**src/verilog/ptsl_pkg.sv**
```systemverilog
package ptsl_pkg;

    // Port state codes, one to nine in protocol order.
    typedef enum logic [3:0] {
        PTSL_PS_INITIALIZING = 4'h1,
        PTSL_PS_FAULTY       = 4'h2,
        PTSL_PS_DISABLED     = 4'h3,
        PTSL_PS_LISTENING    = 4'h4,
        PTSL_PS_PRE_MASTER   = 4'h5,
        PTSL_PS_MASTER       = 4'h6,
        PTSL_PS_PASSIVE      = 4'h7,
        PTSL_PS_UNCALIBRATED = 4'h8,
        PTSL_PS_SLAVE        = 4'h9
    } ptsl_port_state_t;

    // Servo condition codes; codes above locked are device specific.
    localparam logic [3:0] SERVO_UNKNOWN   = 4'h0;
    localparam logic [3:0] SERVO_LOCKED    = 4'h1;
    localparam logic [3:0] SERVO_SPECIFIC0 = 4'h2;

    // Accuracy class codes, from 25 ns up to greater than ten seconds.
    typedef enum logic [4:0] {
        PTSL_ACC_25NS      = 5'h00,
        PTSL_ACC_100NS     = 5'h01,
        PTSL_ACC_250NS     = 5'h02,
        PTSL_ACC_1US       = 5'h03,
        PTSL_ACC_2P5US     = 5'h04,
        PTSL_ACC_10US      = 5'h05,
        PTSL_ACC_25US      = 5'h06,
        PTSL_ACC_100US     = 5'h07,
        PTSL_ACC_250US     = 5'h08,
        PTSL_ACC_1MS       = 5'h09,
        PTSL_ACC_2P5MS     = 5'h0A,
        PTSL_ACC_10MS      = 5'h0B,
        PTSL_ACC_25MS      = 5'h0C,
        PTSL_ACC_100MS     = 5'h0D,
        PTSL_ACC_250MS     = 5'h0E,
        PTSL_ACC_1S        = 5'h0F,
        PTSL_ACC_10S       = 5'h10,
        PTSL_ACC_GT10S     = 5'h11,
        PTSL_ACC_ALT       = 5'h12,
        PTSL_ACC_UNKNOWN   = 5'h13,
        PTSL_ACC_RESERVED  = 5'h14
    } ptsl_accuracy_t;

    // Reset values.
    localparam logic              PROTO_ON_RST   = 1'b0;
    localparam ptsl_port_state_t  PORT_STATE_RST = PTSL_PS_INITIALIZING;
    localparam logic [3:0]        SERVO_RST      = SERVO_UNKNOWN;
    localparam logic [63:0]       IDENTITY_RST   = 64'h0000_0000_0000_0000;
    localparam logic [63:0]       OFFSET_RST     = 64'h0000_0000_0000_0000;
    localparam ptsl_accuracy_t    ACCURACY_RST   = PTSL_ACC_UNKNOWN;

endpackage

```
**src/verilog/ptsl_fold.sv**
```systemverilog
`timescale 1ns/10ps

// Packs an eight-octet identity so that octet 0 lands in the top byte,
// and folds the live servo condition into the reported code.
module ptsl_fold
(
    input  wire logic [7:0]  id_octet [8],
    input  wire logic        servo_locked,
    input  wire logic [3:0]  servo_detail,
    output logic      [63:0] id_word,
    output logic      [3:0]  servo_code
);

    always_comb
    begin
        for (int i = 0; i < 8; i++)
        begin
            id_word[63-8*i -: 8] = id_octet[i];
        end
    end

    // locked wins, otherwise detail or unknown.
    always_comb
    begin
        if (servo_locked)
        begin
            servo_code = ptsl_pkg::SERVO_LOCKED;
        end
        else if (servo_detail >= ptsl_pkg::SERVO_SPECIFIC0)
        begin
            servo_code = servo_detail;
        end
        else
        begin
            servo_code = ptsl_pkg::SERVO_UNKNOWN;
        end
    end

endmodule // ptsl_fold

```
**src/verilog/ptsl_latch.sv**
```systemverilog
`timescale 1ns/10ps

module ptsl_latch
(
    input  wire logic                       sys_clk,
    input  wire logic                       arst_n,
    // Switch write port from the feature access logic.
    input  wire logic                       proto_on_wr,
    input  wire logic                       proto_on_wdata,
    output logic                            time_protocol_on,
    // One-cycle snapshot strobe.
    input  wire logic                       snapshot_command,
    // Live values from the protocol engine and servo.
    input  wire ptsl_pkg::ptsl_port_state_t live_port_state,
    input  wire logic                       live_servo_locked,
    input  wire logic [3:0]                 live_servo_detail,
    input  wire logic [63:0]                live_master_offset_ns,
    input  wire logic [7:0]                 live_identity [8],
    input  wire ptsl_pkg::ptsl_accuracy_t   live_accuracy,
    // Read-only views.
    output ptsl_pkg::ptsl_accuracy_t        grandmaster_accuracy_class,
    output ptsl_pkg::ptsl_port_state_t      captured_port_state,
    output logic [3:0]                      captured_servo_state,
    output logic signed [63:0]              captured_master_offset_ns,
    output logic [63:0]                     captured_local_identity
);

    logic                       proto_on_reg;
    logic                       proto_on_next;
    ptsl_pkg::ptsl_port_state_t port_reg;
    ptsl_pkg::ptsl_port_state_t port_next;
    logic [3:0]                 servo_reg;
    logic [3:0]                 servo_next;
    logic [63:0]                offset_reg;
    logic [63:0]                offset_next;
    logic [63:0]                ident_reg;
    logic [63:0]                ident_next;
    ptsl_pkg::ptsl_accuracy_t   acc_reg;
    ptsl_pkg::ptsl_accuracy_t   acc_next;
    logic [63:0]                live_id_word;
    logic [3:0]                 live_servo_code;

    // Identity packing and servo code folding.
    ptsl_fold u_fold
    (
        .id_octet     (live_identity),
        .servo_locked (live_servo_locked),
        .servo_detail (live_servo_detail),
        .id_word      (live_id_word),
        .servo_code   (live_servo_code)
    );

    // Next state: the switch follows writes, snapshots hold otherwise.
    // All captured fields share one strobe, so a read can never mix a
    // field from one snapshot with a field from the next.
    always_comb
    begin
        proto_on_next = proto_on_wr ? proto_on_wdata : proto_on_reg;
        port_next     = port_reg;
        servo_next    = servo_reg;
        offset_next   = offset_reg;
        ident_next    = ident_reg;
        acc_next      = live_accuracy;
        if (snapshot_command)
        begin
            port_next   = live_port_state;
            servo_next  = live_servo_code;
            offset_next = live_master_offset_ns;
            ident_next  = live_id_word;
        end
    end

    // Registers; the accuracy class is registered so the output is clean.
    always_ff @(posedge sys_clk or negedge arst_n)
    begin
        if (!arst_n)
        begin
            proto_on_reg <= ptsl_pkg::PROTO_ON_RST;
            port_reg     <= ptsl_pkg::PORT_STATE_RST;
            servo_reg    <= ptsl_pkg::SERVO_RST;
            offset_reg   <= ptsl_pkg::OFFSET_RST;
            ident_reg    <= ptsl_pkg::IDENTITY_RST;
            acc_reg      <= ptsl_pkg::ACCURACY_RST;
        end
        else
        begin
            proto_on_reg <= proto_on_next;
            port_reg     <= port_next;
            servo_reg    <= servo_next;
            offset_reg   <= offset_next;
            ident_reg    <= ident_next;
            acc_reg      <= acc_next;
        end
    end

    // The port code is passed on as the engine gives it; a code outside
    // one to nine would show through, and chk_port_range flags that case.
    // Views come straight from the registers; the accuracy class view follows its live input one cycle late.
    // captured not live, except the accuracy class.
    assign time_protocol_on           = proto_on_reg;
    assign captured_port_state        = port_reg;
    assign captured_servo_state       = servo_reg;
    assign captured_master_offset_ns  = signed'(offset_reg);
    assign captured_local_identity    = ident_reg;
    assign grandmaster_accuracy_class = acc_reg;
endmodule // ptsl_latch

```
**config.mk**
```make
export PLATFORM = sky130hd
export DESIGN_NAME = ptsl_latch
export DESIGN_NICKNAME = d
export VERILOG_FILES = /design/src/verilog/ptsl_pkg.sv /design/src/verilog/ptsl_fold.sv /design/src/verilog/ptsl_latch.sv
export SDC_FILE = /design/constraint.sdc
export NUM_CORES = 1
export LEC_CHECK = 0
export ABC_AREA = 1
export BUFFER_PORTS_ARGS = -buffer_cell sky130_fd_sc_hd__buf_2
export CAP_MARGIN = 20
export CORE_AREA = 2 2 112 114
export DETAILED_ROUTE_END_ITERATION = 8
export DIE_AREA = 0 0 114 116
export HOLD_SLACK_MARGIN = 0.15
export PLACE_DENSITY = 0.84
export SLEW_MARGIN = 25
export SYNTH_ARGS = -nofsm -noshare
export SYNTH_HDL_FRONTEND = slang
export SYNTH_SLANG_ARGS = --single-unit
```
**constraint.sdc**
```tcl
create_clock -name sys_clk -period 0.85 [get_ports sys_clk]
set_input_delay 0.1275 -clock sys_clk [delete_from_list [all_inputs] [get_ports sys_clk]]
set_output_delay 0.1275 -clock sys_clk [all_outputs]
set_load 0.05 [all_outputs]
```
==> results.rst, run 1 <==
.. list-table::
   :header-rows: 1

   * - Metric
     - Value
   * - Power Density
     - 2020 mW/mm2
   * - YS warnings
     - 0
   * - Class of the most critical hold timing path
     - input pin to async pin
   * - Unrepaired setup endpoints after global routing
     - true
   * - Filler cell count in the final layout
     - 431
   * - Remaining antenna violation count after routing
     - 0
   * - Number of instances in the synthesized netlist
     - 585
   * - Synthesized Nets
     - 732
   * - Clock tree from TritonCTS
     - done
   * - Initial Utilization
     - 0.447
   * - Maximum clock frequency
     - 0.798 GHz
   * - Number of buffers created by CTS
     - 17
   * - Data required time of the critical path
     - 720 ps
   * - Number of hold violations in the final report
     - 0
   * - FF-to-FF Start
     - captured_local_identity[42]
   * - Core outline area
     - 0.0119 mm2
   * - Overall power after layout
     - 21.5 mW
   * - Buffer and inverter count on the worst path
     - 1
   * - GRT overflow
     - 0
   * - Highest ir drop seen on vdd
     - 1240 uV
   * - Number of DRC markers in iteration 0
     - 702
   * - Launching element type of the critical path
     - flip-flop
   * - Layout overhead on the synthesized area
     - 99.8%
   * - Die X-Extent
     - 114 um
   * - # IOs
     - 289
   * - Hold buffers post-CTS
     - 145
   * - Outcome
     - complete, but fails checks
   * - Max-slew violation count
     - 0
   * - End of the worst register-to-register path
     - captured_local_identity[42]
   * - Post-Syn Area per Cell
     - 9.10 um2
   * - Critical Path AT
     - 1130 ps
   * - Routed via count
     - 6792
   * - Max incr delay on CP
     - 550 ps
   * - Max-cap viol count
     - 0
   * - Final critical-path share of the clock period
     - 1.47
   * - Static power due to leakage
     - 5.83 nW
   * - Capturing element type of the critical path
     - output port
   * - Num rows
     - 40
   * - Largest net degree at the start of global routing
     - 69
   * - Number of global-route vias before repair
     - 7069
   * - Die area
     - 0.0132 mm2
   * - Setup-failing EPs final
     - 160
   * - Post-synthesis cell area
     - 0.00533 mm2
   * - Quantity of I/O buffers inserted on ports
     - 288
   * - Clock input transition at the sequential cells of the worst setup and hold paths
     - 60 ps
   * - Estimated wirelength of the detail-placed design
     - 10700 um
   * - CP max FO
     - 1
   * - Setup slack, reg-to-reg
     - -100 ps
   * - Hold_ws
     - 139 ps
   * - DRC viols
     - 0
   * - Die height
     - 116 um
   * - Post-Layout Cell Count
     - 1279
   * - Post-route setup slack
     - -403 ps
   * - Share of cells above drive strength 1
     - 0.390
   * - Slowest cell on the critical path
     - dfstp_2
   * - H-tree depth reported by CTS
     - 4
   * - Setup WS pre-CTS
     - -42.1 ps
   * - Commonest non-fill, non-tap cell in the layout
     - nand2_1
   * - Transition time of the tightest slew-check pin
     - 316 ps
   * - Worst Path Class, Setup
     - flip-flop to output port
   * - Total GRT Usage
     - 0.370
   * - Max Buffers Root-to-Sink
     - 2
   * - Sink count of the clock tree
     - 142
   * - Routed wire per std cell
     - 21.0 um
   * - Cell-by-cell listing of the critical path
     - buf_8
   * - Cell family with most CP delay
     - flip-flops
   * - Violations in the final reports
     - negative setup slack
   * - #FFs+latches synth
     - 142
   * - Master cell of the clock root buffer
     - clkbuf_16
   * - Antenna violations before repair
     - 3
   * - Worst setup skew after layout
     - 0 ps
   * - Number of distinct library cells after synthesis
     - 12
   * - Register-to-Register Path Depth
     - 4
   * - Length of the first detailed-routing pass in iterations
     - 6
   * - Share of synthesized area occupied by flip-flops and latches
     - 0.668
   * - Clock latency on the worst-skew pair
     - 420 ps
   * - Aggregate routed wire length
     - 26800 um
   * - Wire length of the first global-routing pass
     - 36900 um
   * - Final layout net count
     - 1263
   * - Minimum clock period
     - 1250 ps
   * - Final estimated routing congestion in global placement
     - 0.821
   * - # placed instances
     - 1018
   * - Detail-routed via count per cell
     - 5.31
   * - Commonest cells after routing, fill and taps aside
     - nand2_1, dlygate4sd3_1, buf_2, buf_6, dfrtp_1
   * - Relative max-transition margin
     - 0.789
## state kept, by name, indices dropped and copies added, names as in the netlist
| name | cells |
|---|---|
| captured_local_identity | 64 |
| captured_master_offset_ns | 64 |
| captured_port_state | 4 |
| captured_servo_state | 4 |
| grandmaster_accuracy_class | 5 |
| time_protocol_on | 1 |
## layer usage
layer / track usage / up-vias / part of all wire
met5: 0 / - / 0
met4: 0.220 / 0 / 0.067
met3: 0.118 / 183 / 0.11
met2: 0.648 / 585 / 0.50
met1: 0.393 / 3209 / 0.33
li1: - / 2815 / -
## stage by stage
stage	setup TNS [ps]	util	instance area (um2)
after floorplan	-61.8	-	5330
after global placement	-132	0.595	7080
after detailed placement	-1140	0.595	7080
after CTS	-37000	0.859	10200
after global routing	-41520	0.893	10600
final	-38550	0.893	10600
## how the worst max path moves through the flow
stage	to	cells after the start	slack [ps]	from
final	grandmaster_accuracy_class[4]	1	-400	grandmaster_accuracy_class[4]
after detailed placement	captured_local_identity[15]	5	-40	snapshot_command
after global routing	captured_port_state[0]	1	-420	captured_port_state[0]
after CTS	captured_port_state[0]	1	-390	captured_port_state[0]
after floorplan	time_protocol_on	1	-50	time_protocol_on
after global placement	captured_port_state[0]	1	-30	captured_port_state[0]
## synthesized netlist by cell type
master | n | area share
a21oi_1 | 1 | 0.00094
buf_2 | 18 | 0.017
buf_4 | 5 | 0.0070
buf_6 | 6 | 0.013
dfrtp_1 | 138 | 0.65
dfstp_2 | 4 | 0.020
inv_1 | 1 | 0.00070
inv_4 | 1 | 0.0012
mux2_2 | 1 | 0.0021
nand2_1 | 407 | 0.29
nor2_1 | 2 | 0.0014
nor2_4 | 1 | 0.0021
## final cells by class
cell class | instances | area, um2 | area share
Antenna cell | 4 | 10.0 | 0.000941
Clock buffer | 22 | 444 | 0.0417
Clock inverter | 9 | 95.1 | 0.00893
Inverter | 2 | 10.0 | 0.000941
Multi-Input combinational cell | 412 | 1600 | 0.150
Sequential cell | 142 | 3560 | 0.335
Tap cell | 147 | 184 | 0.0173
Timing Repair Buffer | 541 | 4740 | 0.446
## power breakdown
| group | leakage [nW] | switching [mW] | internal (mW) | total [mW] |
|---|---|---|---|---|
| sequential | 1.72 | 0.558 | 7.37 | 7.93 |
| combinational | 3.84 | 3.83 | 2.62 | 6.45 |
| clock | 0.271 | 2.84 | 4.26 | 7.10 |
| total | 5.83 | 7.22 | 14.3 | 21.5 |
## kinds of logic after synthesis
kind of cell	count (synthesis)	share of synthesized area
AND/OR/NAND/NOR	410	0.290
flip-flops	142	0.668
buffers and inverters	31	0.0385
AO/OA/AOI/OAI	1	0.000939
multiplexers	1	0.00211
## repair_timing
| action | 4_1_cts | 5_1_grt |
|---|---|---|
| hold endpoints to repair | 284 | 3 |
| pin swaps | 0 | 4 |
| endpoints found under the setup margin | 142 | 145 |
| setup buffers | 35 | 47 |
| cloned | 0 | 0 |
| resized for setup | 287 | 16 |
Note: power is estimated with default switching activity, not from simulation.
==> inputs of run 2 (changes only) <==
--- a/config.mk
+++ b/config.mk
@@ -8,11 +8,12 @@
 export ABC_AREA = 1
 export BUFFER_PORTS_ARGS = -buffer_cell sky130_fd_sc_hd__buf_2
 export CAP_MARGIN = 20
-export CORE_AREA = 2 2 112 114
+export CORE_MARGIN = 4
+export CORE_UTILIZATION = 45
 export DETAILED_ROUTE_END_ITERATION = 8
-export DIE_AREA = 0 0 114 116
 export HOLD_SLACK_MARGIN = 0.15
-export PLACE_DENSITY = 0.84
+export PLACE_DENSITY = 0.85
+export SKIP_LAST_GASP = 1
 export SLEW_MARGIN = 25
 export SYNTH_ARGS = -nofsm -noshare
 export SYNTH_HDL_FRONTEND = slang
==> constraint.sdc (replaced) <==
create_clock -name sys_clk -period 0.85 [get_ports sys_clk]
set_input_delay 0.085 -clock sys_clk [delete_from_list [all_inputs] [get_ports sys_clk]]
set_output_delay 0.085 -clock sys_clk [all_outputs]
set_load 0.05 [all_outputs]
==> run 2 against run 1 <==
- the run still ends with negative setup slack left
- clock skew unchanged
- clock power down 0.6%
- critical path depth unchanged
- final cell count down 1.6%
- first-iteration DRC count up 32%
- sequential share of layout area up 0.61 points
- largest cell class unchanged
- die area up 3.2%
==> results.rst, run 2 (same netlist as run 1, synthesis figures left out) <==
.. list-table::
   :header-rows: 1

   * - Metric
     - Value
   * - Violations in the final reports
     - negative setup slack (unchanged)
   * - Core outline area
     - 0.0115 mm2 (was 0.0119 mm2)
   * - Commonest non-fill, non-tap cell in the layout
     - nand2_1 (unchanged)
   * - Post-route setup slack
     - -395 ps (was -403 ps)
   * - Commonest cells after routing, fill and taps aside
     - nand2_1, dlygate4sd3_1, buf_2, buf_6, dfrtp_1 (unchanged)
   * - Quantity of I/O buffers inserted on ports
     - 288 (unchanged)
   * - Length of the first detailed-routing pass in iterations
     - 7 (was 6)
   * - Maximum clock frequency
     - 0.803 GHz (was 0.798 GHz)
   * - Routed wire per std cell
     - 23.7 um (was 21.0 um)
   * - Max Buffers Root-to-Sink
     - 2 (unchanged)
   * - Max-slew violation count
     - 0 (unchanged)
   * - Cell family with most CP delay
     - flip-flops (unchanged)
   * - # IOs
     - 289 (unchanged)
   * - Die height
     - 117 um (was 116 um)
   * - Wire length of the first global-routing pass
     - 37600 um (was 36900 um)
   * - Combinational fraction of design power
     - 0.301 (was 0.300)
   * - Clock latency on the worst-skew pair
     - 410 ps (was 420 ps)
   * - Number of buffers created by CTS
     - 17 (unchanged)
   * - Total GRT Usage
     - 0.372 (was 0.370)
   * - Die area
     - 0.0136 mm2 (was 0.0132 mm2)
   * - Initial Utilization
     - 0.463 (was 0.447)
   * - Post-route design area
     - 0.0105 mm2 (was 0.0106 mm2)
   * - Met1 routed wirelength after detailed routing
     - 9090 um (was 8820 um)
   * - Largest net degree at the start of global routing
     - 68 (was 69)
   * - Launching element type of the critical path
     - flip-flop (unchanged)
   * - Master cell of the clock root buffer
     - clkbuf_16 (unchanged)
   * - Data required time of the critical path
     - 760 ps (was 720 ps)
   * - Layout overhead on the synthesized area
     - 96.3% (was 99.8%)
   * - Aggregate negative setup slack
     - -33700 ps (was -38550 ps)
   * - Buffer and inverter count on the worst path
     - 1 (unchanged)
   * - Highest ir drop seen on vdd
     - 1520 uV (was 1240 uV)
   * - Detail-routed via count per cell
     - 5.53 (was 5.31)
   * - Clock tree from TritonCTS
     - done (unchanged)
   * - Share of cells above drive strength 1
     - 0.378 (was 0.390)
   * - Relative max-transition margin
     - 0.786 (was 0.789)
   * - Filler cell count in the final layout
     - 390 (was 431)
   * - DRC viols
     - 0 (unchanged)
   * - Outcome
     - complete, but fails checks (unchanged)
   * - Final estimated routing congestion in global placement
     - 0.799 (was 0.821)
   * - Aggregate routed wire length
     - 29800 um (was 26800 um)
   * - Routed via count
     - 6961 (was 6792)
   * - Unrepaired setup endpoints after global routing
     - true (unchanged)
   * - Sink count of the clock tree
     - 142 (unchanged)
   * - Class of the most critical hold timing path
     - input pin to async pin (unchanged)
   * - Switching Fraction
     - 0.345 (was 0.336)
   * - Seq pwr share
     - 0.371 (was 0.369)
   * - Capturing element type of the critical path
     - output port (unchanged)
   * - Power Density
     - 2050 mW/mm2 (was 2020 mW/mm2)
   * - Clock input transition at the sequential cells of the worst setup and hold paths
     - 60 ps (about the same)
   * - Final critical-path share of the clock period
     - 1.46 (was 1.47)
   * - Estimated wirelength of the detail-placed design
     - 10700 um (about the same)
   * - Worst setup skew after layout
     - 0 ps (unchanged)
   * - Max incr delay on CP
     - 530 ps (was 550 ps)
   * - Number of hold violations in the final report
     - 0 (unchanged)
   * - Clock power frac
     - 0.329 (was 0.331)
   * - Setup-failing EPs final
     - 162 (was 160)
   * - Max-cap viol count
     - 0 (unchanged)
   * - Die X-Extent
     - 117 um (was 114 um)
   * - Worst Path Class, Setup
     - flip-flop to output port (unchanged)
   * - Slowest cell on the critical path
     - dfrtp_1 (was dfstp_2)
   * - Sum of met3 wire segment lengths after detailed routing
     - 4180 um (was 2880 um)
   * - Static power due to leakage
     - 5.73 nW (was 5.83 nW)
   * - Remaining antenna violation count after routing
     - 0 (unchanged)
   * - Placed inst area
     - 0.00694 mm2 (was 0.00708 mm2)
   * - Antenna violations before repair
     - 6 (was 3)
   * - Hold_ws
     - 146 ps (was 139 ps)
   * - CP max FO
     - 2 (was 1)
   * - Minimum clock period
     - 1250 ps (about the same)
   * - Cell-by-cell listing of the critical path
     - buf_6 (was buf_8)
   * - Critical Path AT
     - 1160 ps (was 1130 ps)
   * - Number of global-route vias before repair
     - 6942 (was 7069)
   * - Metal2 WL
     - 14300 um (was 13300 um)
   * - Num rows
     - 39 (was 40)
   * - Final layout net count
     - 1247 (was 1263)
   * - Number of DRC markers in iteration 0
     - 927 (was 702)
   * - Top sig layer
     - met5 (was met4)
   * - H-tree depth reported by CTS
     - 4 (unchanged)
   * - Hold buffers post-CTS
     - 145 (unchanged)
   * - Int Pwr
     - 14.1 mW (was 14.3 mW)
   * - Power dissipated by switching net loads
     - 7.42 mW (was 7.22 mW)
   * - Transition time of the tightest slew-check pin
     - 321 ps (was 316 ps)
   * - GRT overflow
     - 0 (unchanged)
run 2: changes by cell type in the layout (fill, tap and decap cells not counted), sizes merged:
cell,before,now
diode,4,2
clkbuf,22,24
buf,396,380
bufinv,2,1
run 2: layout make-up:
class | instances | area, um2 | area share
clock inverters | 8 | 65.1 | 0.00622
clock buffers | 24 | 472 | 0.0451
multi-input cells | 412 | 1580 | 0.151
diodes | 2 | 5.00 | 0.000479
inverters | 2 | 10.0 | 0.000957
well taps | 143 | 179 | 0.0171
repair buffers | 525 | 4590 | 0.439
flip-flops and latches | 142 | 3560 | 0.341
run 2: worst paths after layout:
path	start	endpoint	slack (ps)	cells after the start
max	captured_servo_state[2]	captured_servo_state[2]	-400	1
min	arst_n	captured_master_offset_ns[52]	150	2
max reg2reg	captured_master_offset_ns[50]	captured_master_offset_ns[50]	-300	4
min reg2reg	captured_local_identity[31]	captured_local_identity[31]	500	2
max in group asynchronous	arst_n	captured_port_state[0]	150	3
min in group sys_clk	snapshot_command	captured_port_state[2]	190	4
run 2: what timing repair did:
action / 4_1_cts / 5_1_grt
setup buffers: 28 / 52
endpoints found under the hold margin: 284 / 11
setup endpoints to repair: 142 / 144
gates resized for setup: 288 / 10
pin swaps: 0 / 2
run 2: routing by layer:
metal / GRT usage / up-vias
met5: 0 / -
met4: 0.254 / 6
met3: 0.133 / 209
met2: 0.626 / 735
met1: 0.387 / 3229
li1: - / 2782
run 2: power groups by stage:
stage / sequential [mW] / combinational, mW / clock, mW
2_1_floorplan: 9.88 / 0.712 / 0
4_1_cts: 7.81 / 5.63 / 6.86
6_report: 7.96 / 6.46 / 7.06
5_1_grt: 7.99 / 6.67 / 7.42
3_5_place_dp: 7.77 / 4.20 / 0
3_3_place_gp: 7.75 / 4.14 / 0
run 2: per-stage QoR:
stage | power (mW) | setup slack (ps) | util | cells
2_1_floorplan | 10.6 | -52.4 | - | 585
3_3_place_gp | 11.9 | 5.20 | 0.603 | 1001
3_5_place_dp | 12.0 | 5.49 | 0.603 | 1001
4_1_cts | 20.3 | -354 | 0.872 | 1206
5_1_grt | 22.1 | -409 | 0.908 | 1258
6_report | 21.5 | -395 | 0.908 | 1258
==> inputs of run 3 (changes only) <==
--- a/config.mk
+++ b/config.mk
@@ -12,7 +12,7 @@
 export CORE_UTILIZATION = 45
 export DETAILED_ROUTE_END_ITERATION = 8
 export HOLD_SLACK_MARGIN = 0.15
-export PLACE_DENSITY = 0.85
+export PLACE_DENSITY_LB_ADDON = 0.2
 export SKIP_LAST_GASP = 1
 export SLEW_MARGIN = 25
 export SYNTH_ARGS = -nofsm -noshare
==> run 3 against run 2 <==
- the flow still finishes with violations (negative setup slack)
- sequential share of layout area decreased by 0.64 points
- utilization is 1.7 points higher
- combinational power hardly changed
- via count down 0.78%
- non-clock buffer count is 10 higher
- critical path depth did not move
- global-route usage down 2.2 points
- count of clock-buffer cells in the layout decreased by 4
- setup slack improved by 28 ps
- clock power up 13%
- sequential cell count is the same
- clock skew stayed put
==> results.rst, run 3 (same netlist as run 1, synthesis figures left out) <==
.. list-table::
   :header-rows: 1

   * - Metric
     - Value
   * - Outcome
     - complete, but fails checks (unchanged)
   * - Violations in the final reports
     - negative setup slack (unchanged)
   * - GRT overflow
     - 0 (unchanged)
   * - Clock tree from TritonCTS
     - done (unchanged)
   * - Highest ir drop seen on vdd
     - 1860 uV (was 1520 uV)
   * - Final critical-path share of the clock period
     - 1.43 (was 1.46)
   * - Slowest cell on the critical path
     - dfstp_2 (was dfrtp_1)
   * - Number of buffers created by CTS
     - 17 (unchanged)
   * - Antenna violations before repair
     - 2 (was 6)
   * - Cell family with most CP delay
     - flip-flops (unchanged)
   * - Initial Utilization
     - 0.463 (unchanged)
   * - Minimum clock period
     - 1220 ps (was 1250 ps)
   * - Worst Path Class, Setup
     - flip-flop to output port (unchanged)
   * - Commonest non-fill, non-tap cell in the layout
     - nand2_1 (unchanged)
   * - Post-route setup slack
     - -367 ps (was -395 ps)
   * - Detail-routed via count per cell
     - 5.45 (was 5.53)
   * - FF-to-FF Start
     - captured_master_offset_ns[53] (was captured_master_offset_ns[50])
   * - Core outline area
     - 0.0115 mm2 (unchanged)
   * - Number of hold violations in the final report
     - 0 (unchanged)
   * - Power Density
     - 2100 mW/mm2 (was 2050 mW/mm2)
   * - Maximum clock frequency
     - 0.822 GHz (was 0.803 GHz)
   * - DRC viols
     - 0 (unchanged)
   * - Buffer and inverter count on the worst path
     - 1 (unchanged)
   * - Remaining antenna violation count after routing
     - 0 (unchanged)
   * - Launching element type of the critical path
     - flip-flop (unchanged)
   * - Setup WS pre-CTS
     - 7.08 ps (was 5.49 ps)
   * - Clock latency on the worst-skew pair
     - 430 ps (was 410 ps)
   * - Class of the most critical hold timing path
     - input pin to async pin (unchanged)
   * - Final estimated routing congestion in global placement
     - 0.809 (was 0.799)
   * - Estimated wirelength of the detail-placed design
     - 11100 um (was 10700 um)
   * - Share of cells above drive strength 1
     - 0.385 (was 0.378)
   * - Setup-failing EPs final
     - 154 (was 162)
   * - Unrepaired setup endpoints after global routing
     - true (unchanged)
   * - Die area
     - 0.0136 mm2 (unchanged)
   * - Num rows
     - 39 (unchanged)
   * - Setup slack, reg-to-reg
     - -140 ps (was -300 ps)
   * - Quantity of I/O buffers inserted on ports
     - 288 (unchanged)
   * - Cell count along the critical path
     - 1 (unchanged)
   * - Capturing element type of the critical path
     - output port (unchanged)
   * - CP max FO
     - 1 (was 2)
   * - Commonest cells after routing, fill and taps aside
     - nand2_1, dlygate4sd3_1, buf_2, buf_6, dfrtp_1 (unchanged)
   * - Total GRT Usage
     - 0.349 (was 0.372)
   * - Final layout net count
     - 1257 (was 1247)
   * - Length of the first detailed-routing pass in iterations
     - 5 (was 7)
   * - Layout overhead on the synthesized area
     - 100% (was 96.3%)
   * - Number of global-route vias before repair
     - 6815 (was 6942)
   * - Die X-Extent
     - 117 um (unchanged)
   * - Register-to-Register Path Depth
     - 4 (unchanged)
   * - Max-cap viol count
     - 0 (unchanged)
   * - Clock input transition at the sequential cells of the worst setup and hold paths
     - 70 ps (was 60 ps)
   * - Static power due to leakage
     - 5.82 nW (was 5.73 nW)
   * - # IOs
     - 289 (unchanged)
   * - Max Buffers Root-to-Sink
     - 2 (unchanged)
   * - Die height
     - 117 um (unchanged)
   * - Cell-by-cell listing of the critical path
     - buf_8 (was buf_6)
   * - End of the worst register-to-register path
     - captured_master_offset_ns[53] (was captured_master_offset_ns[50])
   * - Transition time of the tightest slew-check pin
     - 306 ps (was 321 ps)
   * - Relative max-transition margin
     - 0.796 (was 0.786)
   * - Post-route design area
     - 0.0107 mm2 (was 0.0105 mm2)
   * - Worst setup skew after layout
     - 0 ps (unchanged)
   * - H-tree depth reported by CTS
     - 4 (unchanged)
   * - Placed inst area
     - 0.00700 mm2 (was 0.00694 mm2)
   * - Max-slew violation count
     - 0 (unchanged)
   * - Critical Path AT
     - 1130 ps (was 1160 ps)
   * - Origin of the worst setup path
     - grandmaster_accuracy_class[4] (was captured_servo_state[2])
   * - Sink count of the clock tree
     - 142 (unchanged)
   * - Aggregate routed wire length
     - 28500 um (was 29800 um)
   * - Routed via count
     - 6907 (was 6961)
   * - Master cell of the clock root buffer
     - clkbuf_16 (unchanged)
   * - Max incr delay on CP
     - 560 ps (was 530 ps)
   * - Data required time of the critical path
     - 760 ps (about the same)
   * - Number of DRC markers in iteration 0
     - 682 (was 927)
   * - Routed wire per std cell
     - 22.5 um (was 23.7 um)
   * - Largest net degree at the start of global routing
     - 75 (was 68)
   * - Hold buffers post-CTS
     - 146 (was 145)
   * - Wire length of the first global-routing pass
     - 35700 um (was 37600 um)
[run 3: final cells by class]
cell class / instances / area, um2
Timing Repair Buffer: 535 / 4710
Sequential cell: 142 / 3560
Multi-Input combinational cell: 412 / 1570
Fill cell: 364 / 863
Clock buffer: 20 / 447
Tap cell: 143 / 179
Clock inverter: 12 / 168
Inverter: 2 / 10.0
Antenna cell: 2 / 5.00
[run 3: power by group]
group | switching [mW] | internal (mW) | leakage, nW
sequential | 0.560 | 7.37 | 1.72
clock | 3.02 | 4.96 | 0.296
combinational | 3.87 | 2.60 | 3.80
[run 3: timing repair]
action,in CTS,in global routing
resized for setup,288,5
setup buffers,21,62
pin swaps,0,0
cloned,0,1
endpoints found under the hold margin,284,13
endpoints found under the setup margin,142,146
[run 3: worst max path at each step]
stage	endpoint	slack [ps]
floorplan	time_protocol_on	-50
global placement	captured_port_state[0]	5
detailed placement	captured_port_state[0]	7
CTS	captured_port_state[0]	-360
global route	grandmaster_accuracy_class[4]	-380
finish	grandmaster_accuracy_class[4]	-370
[run 3: stage by stage]
stage / util / setup TNS (ps) / total power [mW] / hold slack (ps) / instances
2_1_floorplan: - / -61.8 / 10.6 / -211 / 585
3_3_place_gp: 0.608 / 0 / 11.9 / -33.4 / 1004
3_5_place_dp: 0.608 / 0 / 12.0 / -34.0 / 1004
4_1_cts: 0.880 / -31230 / 21.2 / 109 / 1203
5_1_grt: 0.925 / -35730 / 22.9 / 118 / 1268
6_report: 0.925 / -33570 / 22.4 / 107 / 1268
[run 3: layer usage]
layer / track usage / share of wire / routed length [um]
met1: 0.358 / 0.32 / 9020
met2: 0.603 / 0.50 / 14300
met3: 0.119 / 0.11 / 3010
met4: 0.232 / 0.076 / 2160
met5: 0 / 0 / 0
